--- src/shared/hvac_keypad_pkg.sv ---
// Constants, encodings and register map of the climate panel keypad controller.
// Assumes a 100 MHz system clock; slow timing runs on a coarse tick.
`default_nettype none
package hvac_keypad_pkg;
   localparam int unsigned CLK_HZ     = 100_000_000;
   localparam int unsigned TICK_US    = 10_000;
   localparam int unsigned TICK_CYC   = (CLK_HZ / 1_000_000) * TICK_US;
   localparam int unsigned DEB_MS     = 20;
   localparam int unsigned DEB_TK     = DEB_MS * 1000 / TICK_US;
   localparam int unsigned REP_MS     = 500;
   localparam int unsigned REP_TK     = REP_MS * 1000 / TICK_US;
   localparam int unsigned HOLD_S     = 5;
   localparam int unsigned HOLD_TK    = HOLD_S * 1_000_000 / TICK_US;
   localparam int unsigned FUNC_S     = 5;
   localparam int unsigned FUNC_TK    = FUNC_S * 1_000_000 / TICK_US;
   localparam int unsigned ROT_S      = 2;
   localparam int unsigned ROT_TK     = ROT_S * 1_000_000 / TICK_US;
   localparam int unsigned BLOW_MIN   = 2;
   localparam int unsigned BLOW_TK    = BLOW_MIN * 60 * 1_000_000 / TICK_US;
   localparam int unsigned HOUR_S     = 3600;
   localparam int unsigned HOUR_TK    = HOUR_S * 1_000_000 / TICK_US;
   localparam int unsigned HALFH_TK   = HOUR_TK / 2;

   localparam logic [4:0] SP_MIN      = 5'h10;
   localparam logic [4:0] SP_MAX      = 5'h1e;
   localparam logic [4:0] SP_RST      = 5'h18;
   localparam logic [5:0] TMR_MIN     = 6'h01;
   localparam logic [5:0] TMR_MAX     = 6'h30;
   localparam logic [5:0] TMR_RST     = 6'h02;
   localparam logic [1:0] DRIFT_MAX   = 2'h2;

   localparam int unsigned B_PWR = 0;
   localparam int unsigned B_MODE = 1;
   localparam int unsigned B_UP = 2;
   localparam int unsigned B_DN = 3;
   localparam int unsigned B_FAN = 4;
   localparam int unsigned B_TMR = 5;
   localparam int unsigned B_FUNC = 6;
   localparam int unsigned B_OK = 7;

   localparam int unsigned NV_ON = 0;
   localparam int unsigned NV_MODE = 1;
   localparam int unsigned NV_SP = 4;
   localparam int unsigned NV_FAN = 9;
   localparam int unsigned NV_LOCK = 11;
   localparam int unsigned NV_MEM = 12;

   localparam logic [7:0] ADDR_CTRL   = 8'h00;
   localparam logic [7:0] ADDR_STAT   = 8'h04;
   localparam logic [7:0] ADDR_ERR    = 8'h08;
   localparam int unsigned CTRL_SHIELD = 0;
   localparam logic        CTRL_RST   = 1'h0;

   typedef enum logic [2:0] {
      MD_AUTO = 3'h0, MD_COOL = 3'h1, MD_DRY = 3'h2, MD_FAN = 3'h3, MD_HEAT = 3'h4
   } mode_t;
   typedef enum logic [1:0] {
      FS_HIGH = 2'h0, FS_MID = 2'h1, FS_LOW = 2'h2, FS_AUTO = 2'h3
   } fan_t;
   typedef enum logic [1:0] {
      FN_SWING = 2'h0, FN_SLEEP = 2'h1, FN_BOOST = 2'h2, FN_DRY = 2'h3
   } func_t;
   typedef enum logic [1:0] {
      T_IDLE = 2'h0, T_ENTRY = 2'h1, T_SET = 2'h2
   } tmr_st_t;
   typedef enum logic [0:0] {
      F_IDLE = 1'h0, F_SEL = 1'h1
   } fn_st_t;
endpackage : hvac_keypad_pkg
`default_nettype wire

--- src/core/hvac_keypad_setting_controller.sv ---
// Keypad and settings state machine of a wall climate panel, with a
// Wishbone classic slave. Buttons and error lines are asynchronous pins;
// the main board reads the settings outputs and keeps the saved word.
`default_nettype none
// How it works
// RULE1: Power press toggles the unit on and off.
// RULE2: Mode press while on cycles auto, cool, dry, fan, heat.
// RULE3: Up/down step setpoint one degree, repeating every half second when held.
// RULE4: Setpoint stays within 16 to 30 degrees outside auto.
// RULE5: Setpoint steps are ignored in auto mode.
// RULE6: Fan press while on cycles high, middle, low, auto.
// RULE7: Timer press with none pending opens off-timer when on, on-timer when off.
// RULE8: Timer entry flashes hours, up/down adjust, timer press commits.
// RULE9: Timer press with a timer set cancels it and blanks hours.
// RULE10: Timer spans half hour to 24 hours in half hour steps.
// RULE11: Function press picks swing, sleep, boost, dry; confirm toggles the pick.
// RULE12: Function menu leaves on confirm or after five idle seconds.
// RULE13: Sleep in cool or dry raises setpoint a degree per hour, twice.
// RULE14: Sleep in heat lowers setpoint a degree per hour, twice.
// RULE15: Boost only offered and confirmed in cool or heat.
// RULE16: Coil dry only offered and enabled in cool or dry.
// RULE17: Off with coil dry runs low fan two minutes, else fan stops.
// RULE18: Up plus down held five seconds toggles key lock, when allowed.
// RULE19: Key lock discards all presses except the unlocking hold.
// RULE20: Mode plus up held five seconds while off toggles memory.
// RULE21: Restore saved state on power return only if memory enabled.
// RULE22: Several active errors are shown in turn.
// RULE23: A timed hold restarts if any button of it is released.
// RULE24: Buttons are debounced, one action per press.
module hvac_keypad_setting_controller #(
   parameter int unsigned TICK_CYC = hvac_keypad_pkg::TICK_CYC,
   parameter int unsigned HOUR_TK  = hvac_keypad_pkg::HOUR_TK,
   parameter int unsigned HALFH_TK = hvac_keypad_pkg::HALFH_TK,
   parameter int unsigned BLOW_TK  = hvac_keypad_pkg::BLOW_TK
) (
   input  wire logic              i_clk,
   input  wire logic              i_nrst,
   input  wire logic [7:0]        i_btn,
   input  wire logic [7:0]        i_err,
   input  wire logic              i_nv_load,
   input  wire logic [15:0]       i_nv_word,
   input  wire logic              i_wb_cyc,
   input  wire logic              i_wb_stb,
   input  wire logic              i_wb_we,
   input  wire logic [3:0]        i_wb_sel,
   input  wire logic [7:0]        i_wb_adr,
   input  wire logic [31:0]       i_wb_dat,
   output logic [31:0]            o_wb_dat,
   output logic                   o_wb_ack,
   output logic                   o_power,
   output hvac_keypad_pkg::mode_t o_mode,
   output logic [4:0]             o_setpoint,
   output hvac_keypad_pkg::fan_t  o_fan,
   output logic                   o_fan_run,
   output logic                   o_swing,
   output logic                   o_sleep,
   output logic                   o_boost,
   output logic                   o_coil_dry,
   output logic                   o_blow_ind,
   output logic                   o_lock,
   output logic                   o_memory,
   output logic [5:0]             o_timer_hh,
   output logic                   o_timer_on_ind,
   output logic                   o_timer_off_ind,
   output logic                   o_timer_flash,
   output hvac_keypad_pkg::func_t o_func_sel,
   output logic                   o_func_flash,
   output logic [2:0]             o_err_idx,
   output logic                   o_err_valid,
   output logic [15:0]            o_nv_word
);
   import hvac_keypad_pkg::*;

   logic [31:0] tick_cnt_r;
   logic        tick_r;
   always_ff @(posedge i_clk or negedge i_nrst) begin
      if (!i_nrst) begin
         tick_cnt_r <= 32'h0;
         tick_r     <= 1'b0;
      end else begin
         tick_r <= (tick_cnt_r == TICK_CYC - 1);
         tick_cnt_r <= (tick_cnt_r == TICK_CYC - 1) ? 32'h0 : tick_cnt_r + 32'h1;
      end
   end
   // Per-button sync and debounce; a level must hold DEB_TK ticks
   logic [7:0] db;
   logic [7:0] db_d_r;
   logic [7:0] prs;
   genvar g;
   for (g = 0; g < 8; g++) begin : g_btn
      logic       s1_r, s2_r, db_r;
      logic [7:0] cnt_r;
      always_ff @(posedge i_clk or negedge i_nrst) begin
         if (!i_nrst) begin
            s1_r  <= 1'b0;
            s2_r  <= 1'b0;
            db_r  <= 1'b0;
            cnt_r <= 8'h0;
         end else begin
            s1_r <= i_btn[g];
            s2_r <= s1_r;
            if (s2_r == db_r) cnt_r <= 8'h0;
            else if (tick_r) cnt_r <= (cnt_r == 8'(DEB_TK - 1)) ? 8'h0 : cnt_r + 8'h1;
            if (s2_r != db_r && tick_r && cnt_r == 8'(DEB_TK - 1)) db_r <= s2_r; // RULE24
         end
      end
      assign db[g] = db_r;
   end
   logic [7:0] err_s1_r, err_s_r, ctrl_r;
   logic [15:0] nv_s1_r, nv_s_r;
   logic nvl_s1_r, nvl_s_r, nvl_d_r;
   always_ff @(posedge i_clk or negedge i_nrst) begin
      if (!i_nrst) begin
         {db_d_r, err_s1_r, err_s_r}  <= 24'h0;
         {nv_s1_r, nv_s_r}            <= 32'h0;
         {nvl_s1_r, nvl_s_r, nvl_d_r} <= 3'h0;
      end else begin
         db_d_r   <= db;
         err_s1_r <= i_err;
         err_s_r  <= err_s1_r;
         nv_s1_r  <= i_nv_word;
         nv_s_r   <= nv_s1_r;
         nvl_s1_r <= i_nv_load;
         nvl_s_r  <= nvl_s1_r;
         nvl_d_r  <= nvl_s_r;
      end
   end
   logic lock_r, on_r;
   logic [7:0] act;
   assign prs = db & ~db_d_r; // RULE24
   // Locked or shielded panels drop every single press
   assign act = prs & {8{~lock_r & ~ctrl_r[CTRL_SHIELD]}}; // RULE19
   // Held-repeat stepping; both held means a combination, not a step
   logic [7:0] rep_cnt_r;
   logic       rep_fire;
   logic       one_held;
   assign one_held = db[B_UP] ^ db[B_DN];
   assign rep_fire = tick_r & one_held & (rep_cnt_r == 8'(REP_TK - 1));
   always_ff @(posedge i_clk or negedge i_nrst) begin
      if (!i_nrst) begin
         rep_cnt_r <= 8'h0;
      end else if (!one_held || rep_fire) begin
         rep_cnt_r <= 8'h0;
      end else if (tick_r) begin
         rep_cnt_r <= rep_cnt_r + 8'h1;
      end
   end
   logic step_up, step_dn;
   assign step_up = act[B_UP] | (rep_fire & db[B_UP] & ~lock_r); // RULE3 RULE10
   assign step_dn = act[B_DN] | (rep_fire & db[B_DN] & ~lock_r); // RULE3 RULE10
   // Combination holds: counters restart on any release, fire once
   logic [9:0] lk_cnt_r, mm_cnt_r;
   logic       lk_fire, mm_fire;
   logic       lk_held, mm_held;
   assign lk_held = db[B_UP] & db[B_DN] & ~ctrl_r[CTRL_SHIELD];
   assign mm_held = db[B_MODE] & db[B_UP] & ~on_r & ~lock_r & ~ctrl_r[CTRL_SHIELD];
   assign lk_fire = tick_r & lk_held & (lk_cnt_r == 10'(HOLD_TK - 1));
   assign mm_fire = tick_r & mm_held & (mm_cnt_r == 10'(HOLD_TK - 1));
   always_ff @(posedge i_clk or negedge i_nrst) begin
      if (!i_nrst) begin
         lk_cnt_r <= 10'h0;
         mm_cnt_r <= 10'h0;
      end else begin
         if (!lk_held) lk_cnt_r <= 10'h0; // RULE23
         else if (tick_r && lk_cnt_r != 10'(HOLD_TK)) lk_cnt_r <= lk_cnt_r + 10'h1;
         if (!mm_held) mm_cnt_r <= 10'h0; // RULE23
         else if (tick_r && mm_cnt_r != 10'(HOLD_TK)) mm_cnt_r <= mm_cnt_r + 10'h1;
      end
   end
   // Timer entry and countdown
   tmr_st_t tst_r;
   logic [5:0]  tval_r;
   logic        tkind_on_r;
   logic [31:0] tcnt_r;
   logic        t_expire;
   assign t_expire = (tst_r == T_SET) & tick_r & (tcnt_r == HALFH_TK - 1) &
                     (tval_r == TMR_MIN);
   always_ff @(posedge i_clk or negedge i_nrst) begin
      if (!i_nrst) begin
         tst_r      <= T_IDLE;
         tval_r     <= TMR_RST;
         tkind_on_r <= 1'b0;
         tcnt_r     <= 32'h0;
      end else begin
         case (tst_r)
            T_IDLE: begin
               if (act[B_TMR]) begin
                  tst_r      <= T_ENTRY; // RULE7
                  tkind_on_r <= ~on_r;
               end
            end
            T_ENTRY: begin
               if (act[B_TMR]) begin
                  tst_r  <= T_SET; // RULE8
                  tcnt_r <= 32'h0;
               end else if (step_up && tval_r != TMR_MAX) tval_r <= tval_r + 6'h1; // RULE10
               else if (step_dn && tval_r != TMR_MIN) tval_r <= tval_r - 6'h1; // RULE10
            end
            T_SET: begin
               if (act[B_TMR] || t_expire) tst_r <= T_IDLE; // RULE9
               else if (tick_r && tcnt_r == HALFH_TK - 1) begin
                  tcnt_r <= 32'h0;
                  tval_r <= tval_r - 6'h1;
               end else if (tick_r) tcnt_r <= tcnt_r + 32'h1;
            end
            default: tst_r <= T_IDLE;
         endcase
      end
   end
   // Function menu
   mode_t  mode_r;
   fn_st_t fst_r;
   func_t  fsel_r, fnext;
   logic [9:0] fto_r;
   logic [3:0] avail;
   always_comb begin
      logic [1:0] k;
      k = 2'h0;
      avail = {(mode_r == MD_COOL) | (mode_r == MD_DRY),  // RULE16
               (mode_r == MD_COOL) | (mode_r == MD_HEAT), // RULE15
               2'b11};
      fnext = FN_SWING;
      for (int i = 3; i >= 0; i--) begin
         k = (fst_r == F_IDLE) ? 2'(i) : 2'(fsel_r + 2'(i) + 2'h1);
         if (avail[k]) begin
            fnext = func_t'(k);
         end
      end
   end
   logic f_ok;
   assign f_ok = (fst_r == F_SEL) & act[B_OK] & avail[fsel_r]; // RULE11
   always_ff @(posedge i_clk or negedge i_nrst) begin
      if (!i_nrst) begin
         fst_r  <= F_IDLE;
         fsel_r <= FN_SWING;
         fto_r  <= 10'h0;
      end else if (!on_r) begin
         fst_r <= F_IDLE;
         fto_r <= 10'h0;
      end else if (act[B_FUNC]) begin
         fst_r  <= F_SEL; // RULE11
         fsel_r <= fnext;
         fto_r  <= 10'h0;
      end else if (fst_r == F_SEL) begin
         if (act[B_OK] || fto_r == 10'(FUNC_TK - 1)) begin
            fst_r <= F_IDLE; // RULE12
            fto_r <= 10'h0;
         end else if (tick_r) fto_r <= fto_r + 10'h1;
      end
   end
   // Unit settings
   fan_t fan_r;
   logic [4:0] sp_r;
   logic swing_r, sleep_r, boost_r, dry_r, mem_r;
   logic [31:0] blow_r;
   logic pwr_tgl, fault, nv_edge;
   assign fault   = |err_s_r;
   assign nv_edge = nvl_s_r & ~nvl_d_r;
   assign pwr_tgl = act[B_PWR] | (t_expire & (on_r != tkind_on_r)); // RULE1
   always_ff @(posedge i_clk or negedge i_nrst) begin
      if (!i_nrst) begin
         {on_r, swing_r, sleep_r, boost_r, dry_r, lock_r, mem_r} <= 7'h0;
         mode_r  <= MD_AUTO;
         sp_r    <= SP_RST;
         fan_r   <= FS_AUTO;
         blow_r  <= 32'h0;
      end else if (nv_edge) begin
         on_r   <= nv_s_r[NV_MEM] & nv_s_r[NV_ON]; // RULE21
         mem_r  <= nv_s_r[NV_MEM];
         if (nv_s_r[NV_MEM]) begin
            mode_r <= (nv_s_r[NV_MODE+:3] > 3'(MD_HEAT)) ? MD_AUTO
                      : mode_t'(nv_s_r[NV_MODE+:3]);
            sp_r   <= (nv_s_r[NV_SP+:5] < SP_MIN || nv_s_r[NV_SP+:5] > SP_MAX)
                      ? SP_RST : nv_s_r[NV_SP+:5];
            fan_r  <= fan_t'(nv_s_r[NV_FAN+:2]);
            lock_r <= nv_s_r[NV_LOCK];
         end
      end else begin
         if (pwr_tgl) begin
            on_r <= ~on_r;
            // Coil drying only starts from an on-to-off change
            blow_r <= (on_r && dry_r) ? BLOW_TK : 32'h0; // RULE17
         end else if (tick_r && blow_r != 32'h0) blow_r <= blow_r - 32'h1;
         if (lk_fire && (lock_r || !on_r || !fault)) lock_r <= ~lock_r; // RULE18
         if (mm_fire) mem_r <= ~mem_r; // RULE20
         if (on_r && act[B_MODE])
            mode_r <= (mode_r == MD_HEAT) ? MD_AUTO : mode_t'(mode_r + 3'h1); // RULE2
         if (on_r && act[B_FAN]) fan_r <= fan_t'(fan_r + 2'h1); // RULE6
         if (on_r && tst_r != T_ENTRY && mode_r != MD_AUTO) begin // RULE5
            if (step_up && sp_r < SP_MAX) sp_r <= sp_r + 5'h1; // RULE3 RULE4
            else if (step_dn && sp_r > SP_MIN) sp_r <= sp_r - 5'h1; // RULE3 RULE4
         end
         if (f_ok) begin
            case (fsel_r)
               FN_SWING: swing_r <= ~swing_r;
               FN_SLEEP: sleep_r <= ~sleep_r;
               FN_BOOST: boost_r <= ~boost_r;
               FN_DRY:   dry_r   <= ~dry_r;
               default:  swing_r <= swing_r;
            endcase
         end
         // Leaving a mode drops features it cannot carry
         if (!avail[FN_BOOST]) boost_r <= 1'b0; // RULE15
         if (!avail[FN_DRY]) dry_r <= 1'b0; // RULE16
      end
   end
   // Sleep drift of the effective setpoint
   logic [1:0]  drift_r;
   logic [31:0] hr_r;
   logic        drift_on;
   assign drift_on = on_r & sleep_r &
                     (mode_r == MD_COOL || mode_r == MD_DRY || mode_r == MD_HEAT);
   always_ff @(posedge i_clk or negedge i_nrst) begin
      if (!i_nrst) begin
         drift_r <= 2'h0;
         hr_r    <= 32'h0;
      end else if (!drift_on) begin
         drift_r <= 2'h0;
         hr_r    <= 32'h0;
      end else if (tick_r && drift_r != DRIFT_MAX) begin
         drift_r <= (hr_r == HOUR_TK - 1) ? drift_r + 2'h1 : drift_r; // RULE13 RULE14
         hr_r    <= (hr_r == HOUR_TK - 1) ? 32'h0 : hr_r + 32'h1;
      end
   end
   // Error rotation; empty slots are skipped one tick each
   logic [2:0] eidx_r;
   logic [9:0] rot_r;
   always_ff @(posedge i_clk or negedge i_nrst) begin
      if (!i_nrst) begin
         eidx_r <= 3'h0;
         rot_r  <= 10'h0;
      end else if (tick_r) begin
         if (!err_s_r[eidx_r] || rot_r == 10'(ROT_TK - 1)) eidx_r <= eidx_r + 3'h1; // RULE22
         rot_r <= (!err_s_r[eidx_r] || rot_r == 10'(ROT_TK - 1)) ? 10'h0 : rot_r + 10'h1;
      end
   end
   // Wishbone classic slave, one wait state, unmapped reads give zero
   logic wb_req;
   assign wb_req = i_wb_cyc & i_wb_stb & ~o_wb_ack;
   always_ff @(posedge i_clk or negedge i_nrst) begin
      if (!i_nrst) begin
         o_wb_ack <= 1'b0;
         o_wb_dat <= 32'h0;
         ctrl_r   <= {7'h0, CTRL_RST};
      end else begin
         o_wb_ack <= wb_req;
         o_wb_dat <= 32'h0;
         if (o_wb_ack && i_wb_cyc && i_wb_stb && i_wb_we &&
             i_wb_adr == ADDR_CTRL && i_wb_sel[0]) begin
            ctrl_r <= {7'h0, i_wb_dat[CTRL_SHIELD]};
         end
         if (wb_req && !i_wb_we) begin
            case (i_wb_adr)
               ADDR_CTRL: o_wb_dat <= {24'h0, ctrl_r};
               ADDR_STAT: o_wb_dat <= {16'h0, o_nv_word};
               ADDR_ERR:  o_wb_dat <= {21'h0, eidx_r, err_s_r};
               default:   o_wb_dat <= 32'h0;
            endcase
         end
      end
   end
   // Registered outputs
   always_ff @(posedge i_clk or negedge i_nrst) begin
      if (!i_nrst) begin
         o_mode <= MD_AUTO;
         o_setpoint <= SP_RST;
         o_fan <= FS_AUTO;
         o_func_sel <= FN_SWING;
         {o_power, o_fan_run, o_swing, o_sleep, o_boost, o_coil_dry, o_blow_ind} <= 7'h0;
         {o_lock, o_memory, o_timer_on_ind, o_timer_off_ind, o_timer_flash} <= 5'h0;
         {o_func_flash, o_err_valid, o_err_idx, o_timer_hh} <= 11'h0;
         o_nv_word <= 16'h0;
      end else begin
         o_power <= on_r;
         o_mode <= mode_r;
         o_setpoint <= (mode_r == MD_HEAT) ? sp_r - {3'h0, drift_r} // RULE14
                                           : sp_r + {3'h0, drift_r}; // RULE13
         o_fan <= (!on_r && blow_r != 32'h0) ? FS_LOW : fan_r; // RULE17
         o_fan_run <= on_r | (blow_r != 32'h0); // RULE17
         o_blow_ind <= ~on_r & (blow_r != 32'h0);
         o_swing <= swing_r;
         o_sleep <= sleep_r;
         o_boost <= boost_r;
         o_coil_dry <= dry_r;
         o_lock <= lock_r;
         o_memory <= mem_r;
         o_timer_hh <= (tst_r == T_IDLE) ? 6'h0 : tval_r; // RULE9
         o_timer_on_ind <= (tst_r != T_IDLE) & tkind_on_r;
         o_timer_off_ind <= (tst_r != T_IDLE) & ~tkind_on_r;
         o_timer_flash <= (tst_r == T_ENTRY); // RULE8
         o_func_sel <= fsel_r;
         o_func_flash <= (fst_r == F_SEL);
         o_err_idx <= eidx_r;
         o_err_valid <= err_s_r[eidx_r];
         o_nv_word <= {3'h0, mem_r, lock_r, fan_r, sp_r, mode_r, on_r};
      end
   end
endmodule : hvac_keypad_setting_controller
`default_nettype wire

--- config.mk ---
export PLATFORM = sky130hd
export DESIGN_NAME = hvac_keypad_setting_controller
export DESIGN_NICKNAME = d
export VERILOG_FILES = /design/src/shared/hvac_keypad_pkg.sv /design/src/core/hvac_keypad_setting_controller.sv
export SDC_FILE = /design/constraint.sdc
export NUM_CORES = 1
export LEC_CHECK = 0
export BUFFER_PORTS_ARGS = -buffer_cell sky130_fd_sc_hd__buf_2
export CORE_MARGIN = 3
export CORE_UTILIZATION = 54
export DETAILED_ROUTE_END_ITERATION = 12
export PLACE_DENSITY_LB_ADDON = 0.12
export SETUP_SLACK_MARGIN = 0.4
export SLEW_MARGIN = 0
export SYNTH_ARGS = -nofsm -noshare
export SYNTH_HDL_FRONTEND = slang
export SYNTH_SLANG_ARGS = --single-unit
export TNS_END_PERCENT = 1
--- constraint.sdc ---
create_clock -name i_clk -period 3.7 [get_ports i_clk]
set_clock_uncertainty 0.15 [all_clocks]
set_input_delay 0.74 -clock i_clk [delete_from_list [all_inputs] [get_ports i_clk]]
set_output_delay 0.74 -clock i_clk [all_outputs]
set_load 0.1 [all_outputs]
---- After elaboration in Yosys (flattened, before gate mapping) ----
Cells that the tools add are included.
storage, ports and cells
  register bits ........................... 434
  output and inout bits ................... 84
operators by class
  bitwise operators ....................... 54
  reduce and logical (&&, ||, !) cells .... 94
  muxes and demuxes ....................... 117
  magnitude comparators ................... 11
  equality and inequality tests ........... 69
  add/sub/neg operators ................... 33
operator list
  operator                 count
  $mux W32                 10
  $mux W8                  26
  $mux W10                 10
  $add A32 B1 Y32 const B  3
  $add A8 B1 Y8 const B    9
  $eq A8 B1 Y1 const B     8
  $pmux W32 S2             1
  $add A10 B1 Y10 const B  4
  $pmux W13 S3             1
  $logic_and A1 B1 Y1      38
  $mux W2                  18
  $mux W6                  6
  $reduce_bool A2 Y1       18
  $mux W5                  7
  $and A1 B1 Y1            32
  $eq A32 B18 Y1 const B   1
  $eq A32 B19 Y1 const B   1
  $eq A32 B20 Y1 const B   1
  $reduce_bool A32 Y1      1
  $sub A32 B1 Y32 const B  1
  $eq A10 B9 Y1 const B    3
  $mux W1                  23
  $ne A2 B1 Y1 const B     11
  $ne A10 B9 Y1 const B    2
  55 further kinds         143

---- Logic depth before layout (Yosys ltp) ----
  depth after elaboration ................. 11
  gate-level depth with buffers ........... 13

---- Worst setup path after synthesis ----
OpenSTA, ideal clock, no wires.
  kind .................................... reg2reg
  from .................................... reg g_btn[2].db_r
  to ...................................... reg sp_r[4]
  library setup time ...................... 0.087 ns
  data arrival time ....................... 2.804 ns
  data required time ...................... 3.463 ns
  stages on the path, launching flop included .. 13
  buffers on the path ..................... 0
  period minus slack after synthesis ...... 3.041 ns
  path slack .............................. 0.659 ns
  path through ............................ dfrtp_1 > ha_1 > and4b_1 > a31oi_1 > nor3_1 > inv_1 > ha_1 > nor2b_1 > o21ai_0 > nand2b_1 > or4_1 > nand3b_1 > a2bb2oi_1
between the ends
  word-level cells in the longest chain between the ends .. 10
ends and longest elaborated chain
  what                        RTL line                               text
  start: declaration          hvac_keypad_setting_controller.sv:91   logic s1_r, s2_r, db_r;
  start signal: assignment    hvac_keypad_setting_controller.sv:104  if (s2_r != db_r && tick_r && cnt_r == 8'(DEB_TK - 1)) db_r <= s2_r;
  $xor A1 B1 Y1               hvac_keypad_setting_controller.sv:137  assign one_held = db[B_UP] ^ db[B_DN];
  $and A1 B1 Y1 (2 in a row)  hvac_keypad_setting_controller.sv:138  assign rep_fire = tick_r & one_held & (rep_cnt_r == 8'(REP_TK - 1));
  $and A1 B1 Y1 (2 in a row)  hvac_keypad_setting_controller.sv:149  assign step_up = act[B_UP] | (rep_fire & db[B_UP] & ~lock_r);
  $or A1 B1 Y1                hvac_keypad_setting_controller.sv:149
  $logic_and A1 B1 Y1         hvac_keypad_setting_controller.sv:290  if (step_up && sp_r < SP_MAX) sp_r <= sp_r + 5'h1;
  $mux W5                     hvac_keypad_setting_controller.sv:290
  $mux W5                     hvac_keypad_setting_controller.sv:289  if (on_r && tst_r != T_ENTRY && mode_r != MD_AUTO) begin
  $mux W5                     hvac_keypad_setting_controller.sv:267  end else if (nv_edge) begin
  end signal: assignment      hvac_keypad_setting_controller.sv:273  sp_r <= (nv_s_r[NV_SP+:5] < SP_MIN || nv_s_r[NV_SP+:5] > SP_MAX)
  end signal: assignment      hvac_keypad_setting_controller.sv:290
  end signal: assignment      hvac_keypad_setting_controller.sv:291  else if (step_dn && sp_r > SP_MIN) sp_r <= sp_r - 5'h1;
  end: declaration            hvac_keypad_setting_controller.sv:253  logic [4:0] sp_r;
Parallel ways exist; a longest one is shown, timed or not. The select of a mux whose other input is x is not followed.
A chain may end at the register's enable or synchronous reset.

---- Worst setup path in the final report ----
  from .................................... reg tcnt_r[18]
  to ...................................... reg blow_r[7]
between the ends
  word-level cells in the longest chain between the ends .. 7
ends and longest elaborated chain
  what                                 RTL line                               text
  start: declaration                   hvac_keypad_setting_controller.sv:174  logic [31:0] tcnt_r;
  start signal: assignment             hvac_keypad_setting_controller.sv:204  end else if (tick_r) tcnt_r <= tcnt_r + 32'h1;
  $eq A32 B18 Y1 (*)                   hvac_keypad_setting_controller.sv:176  assign t_expire = (tst_r == T_SET) & tick_r & (tcnt_r == HALFH_TK - 1) &
  $and A1 B1 Y1 (*) (2 in a row)       hvac_keypad_setting_controller.sv:176
  $and A1 B1 Y1 (*)                    hvac_keypad_setting_controller.sv:259  assign pwr_tgl = act[B_PWR] | (t_expire & (on_r != tkind_on_r));
  $or A1 B1 Y1 (*)                     hvac_keypad_setting_controller.sv:259
  $reduce_bool A2 Y1 (no source line)  n/a
  $reduce_and A2 Y1 (no source line)   n/a
  end signal: assignment               hvac_keypad_setting_controller.sv:282  blow_r <= (on_r && dry_r) ? BLOW_TK : 32'h0;
  end signal: assignment               hvac_keypad_setting_controller.sv:283  end else if (tick_r && blow_r != 32'h0) blow_r <= blow_r - 32'h1;
  end: declaration                     hvac_keypad_setting_controller.sv:255  logic [31:0] blow_r;
Mark *: on every way between the ends. The rest lies on a longest branch, timed or not.

==> results_dict.tcl <==
set metrics [dict create \
    initial_core_util_pct 55.5 \
    outcome "finished clean" \
    antenna_cells 0 \
    ys_types 75 \
    critPathRequiredTime_ns 3.95 \
    timing.rr.end "blow_r[7]" \
    drc 0 \
    postCtsSetupRepairBufs 0 \
    min_period_over_period_pct 84.3 \
    core_sq_um 35100 \
    synthesis.area_sq_um 19500 \
    crit_start "tcnt_r[18]" \
    routed_wl_mm 43.5 \
    die_area_sq_um 38400 \
    antenna_found_initial 0 \
    fmax_mhz 320 \
    drt_pass1_iterations 5 \
    period_needed_ns 3.12 \
    synth_top_area_cell "dfrtp_1" \
    grt_usage_pct 22.8 \
    drv_cap 0 \
    syn-instance-count 1921 \
    critPathLaunchType "register" \
    endpoint "blow_r[7]" \
    grt_remaining_overflow 0 \
    die_h_um 196 \
    via_count 14800 \
    holdWs_ns 0.0689 \
    yosysTopAreaCellShare_pct 51.4 \
    wl_per_cell_um 17.2 \
    grt_pass1_vias 14700 \
    root_buffer "clkbuf_16" \
    drive_gt1_share_pct 12.9 \
    clkLatencyLatePin_ns 0.54 \
    cts_tree "yes" \
    hpwl_mm 30.2 \
    place_congestion 0.849 \
    numClockSinks 409 \
    fill_cells 2822 \
    crit_arrival_ns 3.37 \
    hold_viol_final 0 \
    die_x_um 196 \
    final_util_pct 63.1 \
    synth-edff-count 0 \
    setup_tns_ns 0 \
    area_growth_pct 13.6 \
    rows 68 \
    worstMarginPinSlew_ns 1.24 \
    drtIter0Drc 859 \
    slew_headroom_pct 16.2 \
    postSynth.asyncResetShare_pct 100 \
    cts_made_buffers 42 \
    ys_seq_elements 409 \
    power_density_nw_per_um2 498 \
    critical_path_class "reg2reg" \
    clk_path_buf_depth 3 \
    ant_nets 0 \
    synth_commonest_cells "dfrtp_1 (400), nor2_1 (181), nand2_1 (169)" \
    io_pins 166 \
    layout.nets 2174 \
    reg2reg_from "tcnt_r[18]" \
    hold_path_class "in2async" \
    ys_top_cells_by_area "dfrtp_1 (51%), xor2_1 (3.8%), o21ai_0 (3.8%)" \
    ys_warn_count 0 \
    ff2ff_path_depth 6 \
    power_mw 11.0 \
    vias_per_cell 5.86 \
    io_buffers 106 \
    critPathCaptureType "register" \
    synth_most_common_cell "dfrtp_1" \
    htreeDepth 2 \
    grt_max_degree 82 \
    ys_seq_area_share_pct 52.6 \
    ys.flop_type "dfrtp_1" \
    avgSynthCellArea_sq_um 10.1 \
    path_clk_slew_ns 0.06 \
    grt_pass1_wl_mm 73.4 \
    rsz0062_at_grt "false" \
    setup_violations 0 \
    slew_violations 0 \
    ir_drop_uv 481 \
    cp_max_fo 9 \
    p_leak_nw 9.82 \
    r2r_slack_ns 0.58 \
]
[metrics by stage]
step	cells	setup WS, ns	cell area, sq um
2_1_floorplan	1942	0.659	19500
3_3_place_gp	2450	0.557	20500
3_5_place_dp	2450	0.512	20500
4_1_cts	2527	0.500	22100
5_1_grt	2527	0.402	22100
6_report	2527	0.579	22100
[cells by family after synthesis]
| family | after synthesis | share of synthesized area [%] |
|---|---|---|
| AOI/OAI and AO/OA | 350 | 11.6 |
| xor gates and xnor gates | 127 | 5.71 |
| adders and majority gates | 53 | 3.48 |
| buffers and inverters | 151 | 3.71 |
| DFF | 409 | 52.6 |
| muxes | 31 | 1.83 |
| other | 1 | 0.0193 |
| and+or+nand+nor | 799 | 21.1 |
[critical path: stages, from the launching register on]
cell and delay [ns]:
dfrtp_1 0.47, or4b_1 0.53, or4_4 0.47, nor4_4 0.53, o21ai_1 0.28, a21oi_1 0.45
a311oi_1 0.09
[report_power, final]
| group | total, mW | internal [mW] | switching, mW |
|---|---|---|---|
| clock | 4.70 | 2.95 | 1.75 |
| sequential | 4.81 | 4.66 | 0.152 |
| combinational | 1.50 | 0.290 | 1.21 |
| total | 11.0 | 7.90 | 3.10 |
[worst min path at each step]
stage                start         end  slack [ns]
2_1_floorplan  err_s1_r[0]  err_s_r[0]        0.18
3_3_place_gp    nv_s1_r[9]   nv_s_r[9]        0.18
3_5_place_dp   err_s1_r[3]  err_s_r[3]        0.18
4_1_cts             i_nrst  tcnt_r[20]        0.08
5_1_grt             i_nrst  tcnt_r[18]        0.09
6_report            i_nrst     nvl_s_r        0.07
[state kept, by name, summed over array words and instances (netlist names), 13 cells and up]
name / cells
tick_cnt_r: 32
tcnt_r: 32
o_wb_dat: 13
hr_r: 32
nv_s1_r: 13
blow_r: 32
nv_s_r: 13
g_btn.cnt_r: 64
[per-layer routing]
| layer | GRT usage [%] | wire length (um) | vias up |
|---|---|---|---|
| li1 | - | - | 7066 |
| met1 | 31.4 | 19400 | 7360 |
| met2 | 38.0 | 21200 | 314 |
| met3 | 3.28 | 1970 | 71 |
| met4 | 6.58 | 992 | 0 |
| met5 | 0 | 0 | - |
[cell type report]
| cell class | count | area, sq um | area share (%) |
|---|---|---|---|
| Clock buffer | 59 | 1270 | 5.74 |
| Inverter | 56 | 210 | 0.951 |
| Tap cell | 455 | 569 | 2.57 |
| Clock inverter | 18 | 297 | 1.34 |
| Timing Repair Buffer | 148 | 931 | 4.21 |
| Multi-Input combinational cell | 1382 | 8590 | 38.8 |
| Sequential cell | 409 | 10200 | 46.3 |
[timing repair]
item / in CTS / in global routing
endpoints found under the setup margin: 0 / 5
hold buffers: 0 / 0
resized for setup: 0 / 1
hold endpoints to repair: 0 / 0
[cell usage in the layout (no fill, tap or decap), types with 9 or more instances in the layout]
master     synthesis  routed
o21ai_0          147     147
inv_1             56      56
and2_1            17      17
xor2_1            85      85
a22oi_1           11      11
xnor2_1           42      42
a31oi_1           18      18
or3_1             22      22
ha_1              51      51
nand2_1          169     169
buf_4             29      36
nor3_1            49      49
mux2i_1           13      13
nand3_1          122     122
nand2b_1          20      20
nand4_1           52      52
conb_1             1      22
and4_1            14      14
mux2_2            16      16
nor4b_1           22      22
buf_2              9     105
nor2b_1           24      24
dfstp_2            9       9
a21oi_1           35      35
dfrtp_1          400     399
o41ai_1           17      17
clkbuf_16          0      45
nor2_1           181     181
or4_1             18      18
o211ai_1          16      16
a211oi_1           9       9
o31ai_1           53      52
nor4_1            23      23
clkbuf_8           0       9
and3_1            35      35
No activity file was read; power rests on OpenSTA's default activity.
